<file path="src/gating_pkg.sv">
// package: register map, field layout and timing for the peripheral clock gating block
package gating_pkg;
    localparam int unsigned ADDR_W = 12;
    localparam int unsigned REG_W = 16;
    // printed offsets are not all multiples of four, so they are indices
    localparam logic [ADDR_W-1:0] IDX_DISABLE_A = 12'h770;
    localparam logic [ADDR_W-1:0] IDX_DISABLE_B = 12'h772;
    localparam logic [REG_W-1:0] RST_DISABLE_A = 16'h0000;
    localparam logic [REG_W-1:0] RST_DISABLE_B = 16'h0000;
    // writable bits of the first register: timers 15..11, others 8..0
    localparam logic [REG_W-1:0] MASK_DISABLE_A = 16'hf9ff;
    localparam logic [REG_W-1:0] MASK_DISABLE_B = 16'hffff;
    localparam int unsigned BIT_TIMER1 = 11;
    localparam int unsigned BIT_CONVERTER = 8;
    localparam int unsigned NUM_TIMERS = 5;
    localparam int unsigned NUM_SERIAL = 9;
    localparam int unsigned NUM_CAPTURE = 8;
    localparam int unsigned NUM_PERIPH = 30;
    // effect latency of a disable bit change, in instruction cycles
    localparam int unsigned GATE_DELAY_CYC = 1;
    localparam logic [31:0] RDATA_UNMAPPED = 32'h0000_0000;
endpackage

</file>
<file path="src/peripheral_gating.sv">
// design: per-peripheral clock gating with two disable registers on classic wishbone
//
// Behaviour
// - a set disable bit stops every clock to its peripheral.
// - while disabled, peripheral register writes are dropped and reads flagged invalid.
// - peripheral active only if bit clear and peripheral present in this variant.
// - every present peripheral comes out of reset enabled.
// - setting a disable bit shuts the peripheral off one cycle later.
// - clearing a bit re-enables one cycle later, if its own control requests run.
// - in some variants the converter bit is read/write and reads one when set.
// - first register bits 15..11 disable timers 5..1.
// - first register bits 8..0: converter, twowire, uart2, uart1, spi2, spi1, can2, can1, adc.
// - second register: capture 8..1 in bits 15..8, compare 8..1 in bits 7..0.
// - both disable registers reset to zero.
`timescale 1ns/100ps
module peripheral_gating
    import gating_pkg::*;
#(
    // bit order matches the concatenation {disable_a, disable_b}
    parameter logic [31:0] PRESENT_MASK = 32'hf9ff_ffff,
    parameter bit CONVERTER_READBACK = 1'b1
) (
    // clock and reset
    input wire logic core_clk_i,
    input wire logic sys_rst_i,
    // wishbone slave
    input wire logic wb_cyc_i,
    input wire logic wb_stb_i,
    input wire logic wb_we_i,
    input wire logic [ADDR_W+1:0] wb_adr_i,
    input wire logic [3:0] wb_sel_i,
    input wire logic [31:0] wb_dat_i,
    output logic [31:0] wb_dat_o,
    output logic wb_ack_o,
    // peripheral side, one bit per peripheral in register order
    input wire logic [31:0] periph_run_req_i,
    input wire logic [31:0] periph_wr_i,
    output logic [31:0] periph_clk_en_o,
    output logic [31:0] periph_wr_allow_o,
    output logic [31:0] periph_rd_valid_o
);

    ////////////////////////////////////////////////////////////////////////////
    typedef struct packed {
        logic [REG_W-1:0] disable_a;
        logic [REG_W-1:0] disable_b;
        logic [31:0] gate_on;
        logic [31:0] rdata;
        logic ack;
    } state_t;

    state_t s_q, s_d;

    function automatic logic [REG_W-1:0] merge(input logic [REG_W-1:0] old,
                                               input logic [REG_W-1:0] wdat,
                                               input logic [1:0] sel,
                                               input logic [REG_W-1:0] mask);
        logic [REG_W-1:0] res;
        res = old;
        if (sel[0]) begin
            res[7:0] = wdat[7:0];
        end
        if (sel[1]) begin
            res[15:8] = wdat[15:8];
        end
        return res & mask;
    endfunction

    // one decode for both registers keeps the read and write paths in step
    function automatic logic hit(input logic [ADDR_W-1:0] idx, input logic [ADDR_W-1:0] target);
        return idx == target;
    endfunction

    logic [ADDR_W-1:0] reg_idx;
    logic req;
    logic [31:0] disables;
    logic [REG_W-1:0] mask_a;

    assign reg_idx = wb_adr_i[ADDR_W+1:2];
    assign req = wb_cyc_i && wb_stb_i && !s_q.ack;
    assign disables = {s_q.disable_a, s_q.disable_b};
    // converter bit only stores where the variant implements it
    assign mask_a = CONVERTER_READBACK ? MASK_DISABLE_A
                                       : (MASK_DISABLE_A & ~(16'h0001 << BIT_CONVERTER));

    ////////////////////////////////////////////////////////////////////////////
    always_comb begin
        s_d = s_q;
        s_d.ack = req;
        s_d.rdata = RDATA_UNMAPPED;
        if (req && wb_we_i) begin
            if (hit(reg_idx, IDX_DISABLE_A)) begin
                s_d.disable_a = merge(s_q.disable_a, wb_dat_i[15:0], wb_sel_i[1:0], mask_a);
            end else if (hit(reg_idx, IDX_DISABLE_B)) begin
                s_d.disable_b = merge(s_q.disable_b, wb_dat_i[15:0], wb_sel_i[1:0],
                                      MASK_DISABLE_B);
            end
        end
        if (req && !wb_we_i) begin
            if (hit(reg_idx, IDX_DISABLE_A)) begin
                s_d.rdata = {16'h0000, s_q.disable_a};
            end else if (hit(reg_idx, IDX_DISABLE_B)) begin
                s_d.rdata = {16'h0000, s_q.disable_b};
            end
        end
        // enable follows the stored bit one cycle later, from a flop: no glitches
        s_d.gate_on = ~disables & PRESENT_MASK;
    end

    always_ff @(posedge core_clk_i) begin
        if (sys_rst_i) begin
            s_q.disable_a <= RST_DISABLE_A;
            s_q.disable_b <= RST_DISABLE_B;
            s_q.gate_on <= PRESENT_MASK;
            s_q.rdata <= RDATA_UNMAPPED;
            s_q.ack <= 1'b0;
        end else begin
            s_q <= s_d;
        end
    end

    ////////////////////////////////////////////////////////////////////////////
    assign wb_ack_o = s_q.ack;
    assign wb_dat_o = s_q.rdata;
    // clock runs only when gate is on and the peripheral asks to run
    assign periph_clk_en_o = s_q.gate_on & periph_run_req_i;
    assign periph_wr_allow_o = s_q.gate_on & periph_wr_i;
    assign periph_rd_valid_o = s_q.gate_on;

    // decoded bus strobes, shared by the assertions below
    logic wr_a;
    logic wr_b;
    logic rd_a;
    logic rd_b;
    assign wr_a = req && wb_we_i && hit(reg_idx, IDX_DISABLE_A);
    assign wr_b = req && wb_we_i && hit(reg_idx, IDX_DISABLE_B);
    assign rd_a = req && !wb_we_i && hit(reg_idx, IDX_DISABLE_A);
    assign rd_b = req && !wb_we_i && hit(reg_idx, IDX_DISABLE_B);
endmodule

</file>
<file path="config.mk">
export PLATFORM = sky130hd
export DESIGN_NAME = peripheral_gating
export DESIGN_NICKNAME = d
export VERILOG_FILES = /design/src/gating_pkg.sv /design/src/peripheral_gating.sv
export SDC_FILE = /design/constraint.sdc
export NUM_CORES = 1
export LEC_CHECK = 0
export BUFFER_PORTS_ARGS = -buffer_cell sky130_fd_sc_hd__buf_4
export CORE_ASPECT_RATIO = 0.6
export CORE_UTILIZATION = 35
export DETAILED_ROUTE_END_ITERATION = 6
export PLACE_DENSITY = 0.78
export SYNTH_ARGS = -nofsm -noshare
export SYNTH_HDL_FRONTEND = slang
export SYNTH_SLANG_ARGS = --single-unit
</file>
<file path="constraint.sdc">
create_clock -name core_clk_i -period 4.84 [get_ports core_clk_i]
set_clock_uncertainty 0.15 [all_clocks]
set_input_delay 0.484 -clock core_clk_i [delete_from_list [all_inputs] [get_ports core_clk_i]]
set_output_delay 0.484 -clock core_clk_i [all_outputs]
set_load 0.005 [all_outputs]
</file>
==> results.cfg, run 1 <==
[outcome]
status = completed

[clock_tree]
cts_hold_buf = 0
root_buffer = clkbuf_16
postCtsSetupBuffers = 0
cts_tree = done
clock_path_buffers = 2
cts_buffers = 9
cts_resized = 0
htreeDepth = 3
clk_latency_ns = 0.33
clk_pin_slew_ns = 0.06
clock-sinks = 77

[cells_and_area]
fillers = 690
post-route-util_pct = 60.2
layout.nets = 605
final_common_cell = buf_4
antenna_cells = 0
final_cell_mix = 202 x buf_4, 77 x dfxtp_1, 62 x and2_1
syn2layout_area_growth_pct = 61.3
drive_gt1_share_pct = 45.8

[yosys]
syn_area_um2 = 3040
syn_inst = 283
synth_seq_cells = 77
syn_avg_cell_area_um2 = 10.7
yosysWarnings = 0
ys_seq_area_share_pct = 50.7
yosysUniqueCellTypes = 25

[power_and_ir_drop]
total_power_mw = 1.53
powerDensity_nw_per_um2 = 311
leakagePower_nw = 2.31
ir_worst_vdd_uv = 188

[detailed_routing]
drt_iter0_drc = 85
drc = 0
vias = 2572
drt_pass1_iterations = 4
detail-route-antenna-nets = 0
post_drt_wl_per_cell_um = 12.5
viasPerCell = 4.29
wl_mm = 7.50

[setup_path]
cp-start-kind = flop
worstSetupEndpointType = flop
crit_required_ns = 4.96
crit_fanout = 15
path_class = reg -> reg
crit_arrival_ns = 2.15

[timing]
slew_viol_final = 0
timing.hold.ws_ns = 0.265
finalSetupTns_ns = 0
fin_crit_ns = 2.03
rsz0062_at_grt = no
setup_viol = 0
slew_headroom_pct = 41.4
hold_violations = 0
post-route-period-util_pct = 42.0
fmax_mhz = 491
tightest_slew_ns = 0.878

[floorplan]
die_height_um = 74.2
core_area_um2 = 8130
start_util_pct = 37.4
die_w_um = 122
die-area_um2 = 9070
fp-row-count = 25
io_pins = 248

[global_route]
use_met1_pct = 19.5
grt_overflow_total = 0
grt_pass1_wl_mm = 11.2
grt.met3_usage_pct = 6.21
grt_pass1_vias = 2334
antenna_found_initial = 0
grt_usage_pct = 16.5
grt_max_degree = 49
busiest_layer = met2
use_met2_pct = 27.6

[flow_run]
drv_cap = 0

[placed_design]
port_buffers = 201
place.gp.congestion = 0.692
dp_hpwl_mm = 5.86

[worst_hold_path]
hp-class = reg -> reg
[flip-flops by register name, summed over array words and instances (netlist names)]
signal             cells
disables              30
wb_ack_o               1
periph_rd_valid_o     30
wb_dat_o              16
[per-stage QoR]
step                setup slack [ns]  cells  instance area, µm²
floorplan                       3.04    304                3120
global placement                2.54    583                4560
detailed placement              2.52    583                4560
CTS                             2.82    599                4900
global route                    2.72    599                4900
finish                          2.81    599                4900
[final cells by class]
| type | instances | area, µm² | area share [%] |
|---|---|---|---|
| flip-flops and latches | 77 | 1540 | 31.5 |
| repair buffers | 202 | 1520 | 30.9 |
| multi-input cells | 195 | 1360 | 27.7 |
| clock buffers | 12 | 267 | 5.44 |
| well taps | 108 | 135 | 2.76 |
| clock inverters | 4 | 77.6 | 1.58 |
| inverters | 1 | 3.75 | 0.0766 |
[logic make-up after synthesis]
group                  synth area share [%]
AO/OA/AOI/OAI                          3.75
buffers and inverters                  7.13
flip-flops                             50.7
multiplexers                           10.2
other                                 0.123
AND/OR/NAND/NOR                        28.0
[synthesized netlist by cell type, drive strengths merged]
| library cell | number | area share (%) |
|---|---|---|
| and2 | 62 | 13 |
| nand2b | 46 | 9.5 |
| nor4 | 1 | 0.21 |
| nor3 | 4 | 1.8 |
| buf | 26 | 6.4 |
| nand3 | 3 | 0.91 |
| and4 | 1 | 0.33 |
| mux2i | 31 | 10 |
| or3 | 3 | 0.62 |
| nand3b | 1 | 0.25 |
| a22o | 13 | 3.7 |
| nor4b | 1 | 0.29 |
| and4bb | 1 | 0.41 |
| and4b | 1 | 0.33 |
| dfxtp | 77 | 51 |
| inv | 1 | 0.12 |
| clkbuf | 5 | 0.62 |
| conb | 1 | 0.12 |
| nand2 | 2 | 0.25 |
| nor2 | 3 | 0.45 |
[worst max-delay path: stages (launching register included)]
cell and delay [ns]:
dfxtp_1 0.32, nand3b_1 0.16, or3_1 0.37, nor2_2 0.71, a22o_1 0.26
[where the power goes]
part	switching [mW]	leakage, nW	total, mW	internal [mW]
Combinational	0.0439	1.52	0.143	0.0992
Clock	0.252	0.169	0.748	0.496
Sequential	0.000223	0.621	0.634	0.634
Total	0.296	2.31	1.53	1.23
[routing by layer]
layer  part of all wire, %  up-vias
li1                      -     1293
met1                    42     1163
met4                   1.3        0
met3                   8.6        9
met2                    48      107
met5                     0        -
[final timing paths]
check / from / endpoint / slack [ns] / cells past startpoint
worst max register to register: wb_ack_o / wb_dat_o[12] / 2.81 / 4
worst min register to register: disables[8] / periph_rd_valid_o[8] / 0.26 / 1
worst max-delay path: wb_ack_o / wb_dat_o[12] / 2.81 / 4
worst min-delay path: disables[8] / periph_rd_valid_o[8] / 0.26 / 1
(Power assumes the default switching activity.)
==> run 2: changes to the inputs <==
==> constraint.sdc (replaced) <==
create_clock -name core_clk_i -period 2.1 [get_ports core_clk_i]
set_clock_uncertainty 0.15 [all_clocks]
set_input_delay 0.21 -clock core_clk_i [delete_from_list [all_inputs] [get_ports core_clk_i]]
set_output_delay 0.21 -clock core_clk_i [all_outputs]
set_load 0.005 [all_outputs]
==> run 2 against run 1 <==
  * First-iteration DRC count grew 1.2%
  * Non-clock buffer count up 4
  * Count of clock-buffer cells in the layout shrank 2
  * Cell area increased by 0.28%
  * Setup slack got worse by 2.5 ns
  * Utilization increased by 0.17 points
  * Maximum frequency grew 13%
  * Total power rose by 120%
  * Critical path depth unchanged
  * Critical endpoint is now disables[20]
==> results.cfg, run 2 (synthesis results as in run 1) <==
[setup_path]
reg2reg_depth = 4
worstSetupEndpointType = flop
r2r-start = wb_ack_o
cp-start-kind = flop
path_class = reg -> reg
crit_required_ns = 2.14
crit_arrival_ns = 1.84
rrSetupSlack_ns = 0.30
crit_fanout = 8
worstReg2RegEnd = disables[20]

[detailed_routing]
drt_iter0_drc = 86
detail-route-antenna-nets = 0
drc = 0
vias = 2620
wl_mm = 7.56
drt_pass1_iterations = 5
post_drt_wl_per_cell_um = 12.5
viasPerCell = 4.34

[power_and_ir_drop]
powerDensity_nw_per_um2 = 696
leakagePower_nw = 2.32
ir_worst_vdd_uv = 390

[cells_and_area]
final_common_cell = buf_4
fillers = 687
antenna_cells = 0
final_cell_mix = 205 x buf_4, 77 x dfxtp_1, 62 x and2_1
drive_gt1_share_pct = 46.1
layout.nets = 609
syn2layout_area_growth_pct = 61.7
stdcell_count = 603

[floorplan]
fp-row-count = 25
core_area_um2 = 8130
die-area_um2 = 9070
die_w_um = 122
start_util_pct = 37.4
die_height_um = 74.2
io_pins = 248

[clock_tree]
cts_buffers = 9
clk_latency_ns = 0.32
cts_hold_buf = 1
postCtsSetupBuffers = 0
root_buffer = clkbuf_16
clk_pin_slew_ns = 0.06
clock-sinks = 77
cts_resized = 0
cts_tree = done
clock_path_buffers = 2
htreeDepth = 3

[timing]
slew_headroom_pct = 63.3
setup_viol = 0
setup_ws_ns = 0.299
fin_crit_ns = 1.80
tightest_slew_ns = 0.551
fmax_mhz = 555
hold_violations = 0
timing.hold.ws_ns = 0.0158
finalSetupTns_ns = 0
rsz0062_at_grt = no
slew_viol_final = 0
post-route-period-util_pct = 85.8

[placed_design]
dp_slack_ns = 0.222
dp_hpwl_mm = 5.91
place.gp.congestion = 0.692
place_inst = 586
port_buffers = 201

[flow_run]
drv_cap = 0

[global_route]
grt_max_degree = 49
grt_pass1_wl_mm = 11.1
antenna_found_initial = 0
grt_usage_pct = 16.3
grt_pass1_vias = 2425
grt_overflow_total = 0

[worst_hold_path]
hp-class = in -> reg
holdCritStartpoint = wb_dat_i[10]
min_path_cells = 3
holdPathEnd = disables[10]

[outcome]
status = completed
==> run 2: cell count changes in the layout (fill, tap and decap cells not counted) <==
cell           delta
inv_6             -1
clkbuf_8          -2
clkinvlp_4        +1
clkinv_2          +2
dlygate4sd3_1     +1
buf_4             +3
==> run 2: through the flow <==
stage | power [mW] | area (µm²) | util, %
2_1_floorplan | 1.63 | 3120 | -
3_5_place_dp | 1.83 | 4580 | 56.3
4_1_cts | 3.47 | 4910 | 60.4
5_1_grt | 3.56 | 4910 | 60.4
3_3_place_gp | 1.82 | 4580 | 56.3
6_report | 3.42 | 4910 | 60.4
==> run 2: report_power, final <==
| part | switching, mW | total, mW | internal, mW | leakage, nW |
|---|---|---|---|---|
| Sequential | 0.000582 | 1.46 | 1.46 | 0.621 |
| Clock | 0.556 | 1.63 | 1.07 | 0.158 |
| Combinational | 0.102 | 0.332 | 0.230 | 1.54 |
==> run 2: critical path: stages (launching register included) <==
cell and delay (ns):
dfxtp_1 0.32, and4b_1 0.26, nand2_1 0.11, or3_1 0.61, mux2i_1 0.21
==> run 2: how the worst max path moves through the flow <==
stage                             from      endpoint  depth (start not counted)
final                         wb_ack_o  disables[20]                          4
after detailed placement  wb_adr_i[13]  disables[20]                          5
after floorplan               wb_ack_o  wb_dat_o[11]                          5
after CTS                     wb_ack_o  disables[18]                          4
after global placement    wb_adr_i[13]  disables[20]                          5
after global routing          wb_ack_o  disables[20]                          4
==> run 2: final cells by class <==
type                       instances  area, µm²  area share (%)
timing repair buffer             206       1550            31.5
sequential                        77       1540            31.4
multi-input combinational        195       1360            27.7
tap                              108        135            2.75
clock buffer                      10        239            4.86
inverter                           1       3.75          0.0764
clock inverter                     6       86.3            1.76
==> run 2: routing by layer <==
layer	wire length, µm	track usage (%)	vias to the layer above
met5	0	0	-
met4	46	5.28	0
met3	624	6.29	4
met2	3740	29.4	110
met1	3150	17.7	1201
li1	-	-	1305
==> run 3: changes to the inputs <==
--- a/config.mk
+++ b/config.mk
@@ -7,7 +7,9 @@
 export LEC_CHECK = 0
 export BUFFER_PORTS_ARGS = -buffer_cell sky130_fd_sc_hd__buf_4
 export CORE_ASPECT_RATIO = 0.6
+export CORE_MARGIN = 1.5
 export CORE_UTILIZATION = 35
+export CTS_BUF_LIST = sky130_fd_sc_hd__clkbuf_8
 export DETAILED_ROUTE_END_ITERATION = 6
 export PLACE_DENSITY = 0.78
 export SYNTH_ARGS = -nofsm -noshare
==> run 3 against run 2 <==
  * Total power decreased by 15%
  * Worst hold slack improved by 0.0068 ns
  * Routed wire length about the same
  * Non-clock buffer count increased by 10
  * Global-route usage decreased by 0.40 points
  * First-iteration DRC count increased by 42%
  * Critical path depth increased by 2
  * Final cell count increased by 2.2%
  * Sequential power about the same
  * Setup slack got worse by 0.16 ns
  * Clock power decreased by 33%
  * Via count increased by 0.84%
==> results.cfg, run 3 (synthesis results as in run 1) <==
[outcome]
status = completed

[floorplan]
die_height_um = 75.2
io_pins = 248
die-area_um2 = 9270
core_area_um2 = 8460
die_w_um = 123
fp-row-count = 26
start_util_pct = 35.9

[power_and_ir_drop]
p_clk_share_pct = 37.8
switching_share_pct = 20.7
total_power_mw = 2.90
leakagePower_nw = 2.30
ir_worst_vdd_uv = 331
p_int_mw = 2.30
p_comb_share_pct = 12.0
switchingPower_mw = 0.600
powerDensity_nw_per_um2 = 594
seqPwrFrac_pct = 50.3

[global_route]
grt_max_degree = 48
grt_pass1_wl_mm = 11.0
antenna_found_initial = 0
grt_pass1_vias = 2357
grt_usage_pct = 15.9
grt_overflow_total = 0

[detailed_routing]
detail-route-antenna-nets = 0
viasPerCell = 4.29
wl_mm = 7.56
drc = 0
drt_iter0_drc = 122
drt_pass1_iterations = 4
vias = 2642
post_drt_wl_per_cell_um = 12.3

[setup_path]
path_delay_family = simple AND/OR/NAND/NOR gates
crit_arrival_ns = 2.00
rrSetupSlack_ns = 0.26
worstReg2RegEnd = disables[19]
cp-start-kind = input pin
r2r-start = wb_ack_o
crit_required_ns = 2.14
cp_num_buf_inv = 2
reg2reg_depth = 4
path_class = in -> reg
cp_cell_sequence = dlygate4sd3_1 -> buf_4 -> and4b_1 -> nand2_1 -> or3_1 -> mux2i_1
cp_slowest_cell = or3_1
worstSetupEndpointType = flop
crit_fanout = 8
cpPeakStageDelay_ns = 0.62

[worst_hold_path]
min_path_cells = 3
holdCritStartpoint = wb_dat_i[4]
hp-class = in -> reg
holdPathEnd = disables[20]

[cells_and_area]
final_area_um2 = 4890
fillers = 726
layout.nets = 619
stdcell_count = 616
final_common_cell = buf_4
syn2layout_area_growth_pct = 61.0
drive_gt1_share_pct = 45.2
antenna_cells = 0
final_cell_mix = 206 x buf_4, 77 x dfxtp_1, 62 x and2_1

[timing]
slew_viol_final = 0
finalSetupTns_ns = 0
setup_viol = 0
fmax_mhz = 510
rsz0062_at_grt = no
post-route-period-util_pct = 93.4
slew_headroom_pct = 61.5
tightest_slew_ns = 0.577
timing.hold.ws_ns = 0.0226
hold_violations = 0
fin_crit_ns = 1.96

[placed_design]
postPlaceCellArea_um2 = 4590
dp_hpwl_mm = 5.81
port_buffers = 201
place_inst = 591
place.gp.congestion = 0.696

[clock_tree]
clk_pin_slew_ns = 0.07
clock-sinks = 77
postCtsSetupBuffers = 0
cts_tree = done
cts_buffers = 9
clock_path_buffers = 2
clk_latency_ns = 0.33
htreeDepth = 3
root_buffer = clkbuf_8

[flow_run]
drv_cap = 0
run 3: changes by cell type in the layout (fill, tap and decap cells not counted):
cell / change
buf_4: +1
clkbuf_16: -9
clkinv_4: -1
dlygate4sd3_1: +9
bufinv_16: -1
clkbuf_8: +10
run 3: metal layers:
layer	GRT usage [%]	part of all wire [%]	wire length, µm
met5	0	0	0
met1	19.7	42	3210
met2	26.6	49	3690
met3	5.15	7.9	598
met4	4.98	0.79	60
run 3: worst reg2reg max path, stage by stage, from the launching register on:
cell and delay, ns:
dfxtp_1 0.33, and4b_1 0.27, nand2_1 0.12, or3_1 0.63, mux2i_1 0.21
run 3: worst max path at each step:
stage            startpoint      endpoint  slack, ns  depth (start not counted)
2_1_floorplan      wb_ack_o  wb_dat_o[11]       0.54                          5
5_1_grt            wb_cyc_i  disables[17]        0.1                          6
3_5_place_dp   wb_adr_i[13]  disables[23]       0.21                          5
4_1_cts            wb_cyc_i  disables[19]       0.15                          6
6_report           wb_cyc_i  disables[19]       0.14                          6
3_3_place_gp   wb_adr_i[13]  disables[23]       0.25                          5
run 3: what timing repair did:
action / CTS / global route
gates resized for setup: 0 / 0
hold buffers: 10 / 0
hold endpoints to repair: 12 / 0
run 3: area by class of cell:
cell class	instances	area (µm²)	area share (%)
Inverter	1	3.75	0.0768
Clock buffer	11	151	3.10
Clock inverter	4	47.5	0.972
Tap cell	112	140	2.87
Sequential cell	77	1540	31.5
Multi-Input combinational cell	195	1360	27.8
Timing Repair Buffer	216	1650	33.7
run 3: metrics by stage:
stage | util, % | setup slack [ns]
4_1_cts | 57.8 | 0.146
2_1_floorplan | - | 0.536
3_3_place_gp | 54.3 | 0.250
3_5_place_dp | 54.3 | 0.207
6_report | 57.8 | 0.138
5_1_grt | 57.8 | 0.0960
run 3: power groups by stage:
stage | logic, mW | registers, mW | clock network [mW]
detailed placement | 0.336 | 1.49 | 0
floorplan | 0.132 | 1.49 | 0
finish | 0.348 | 1.46 | 1.10
global route | 0.384 | 1.46 | 1.19
global placement | 0.329 | 1.49 | 0
CTS | 0.351 | 1.46 | 1.13
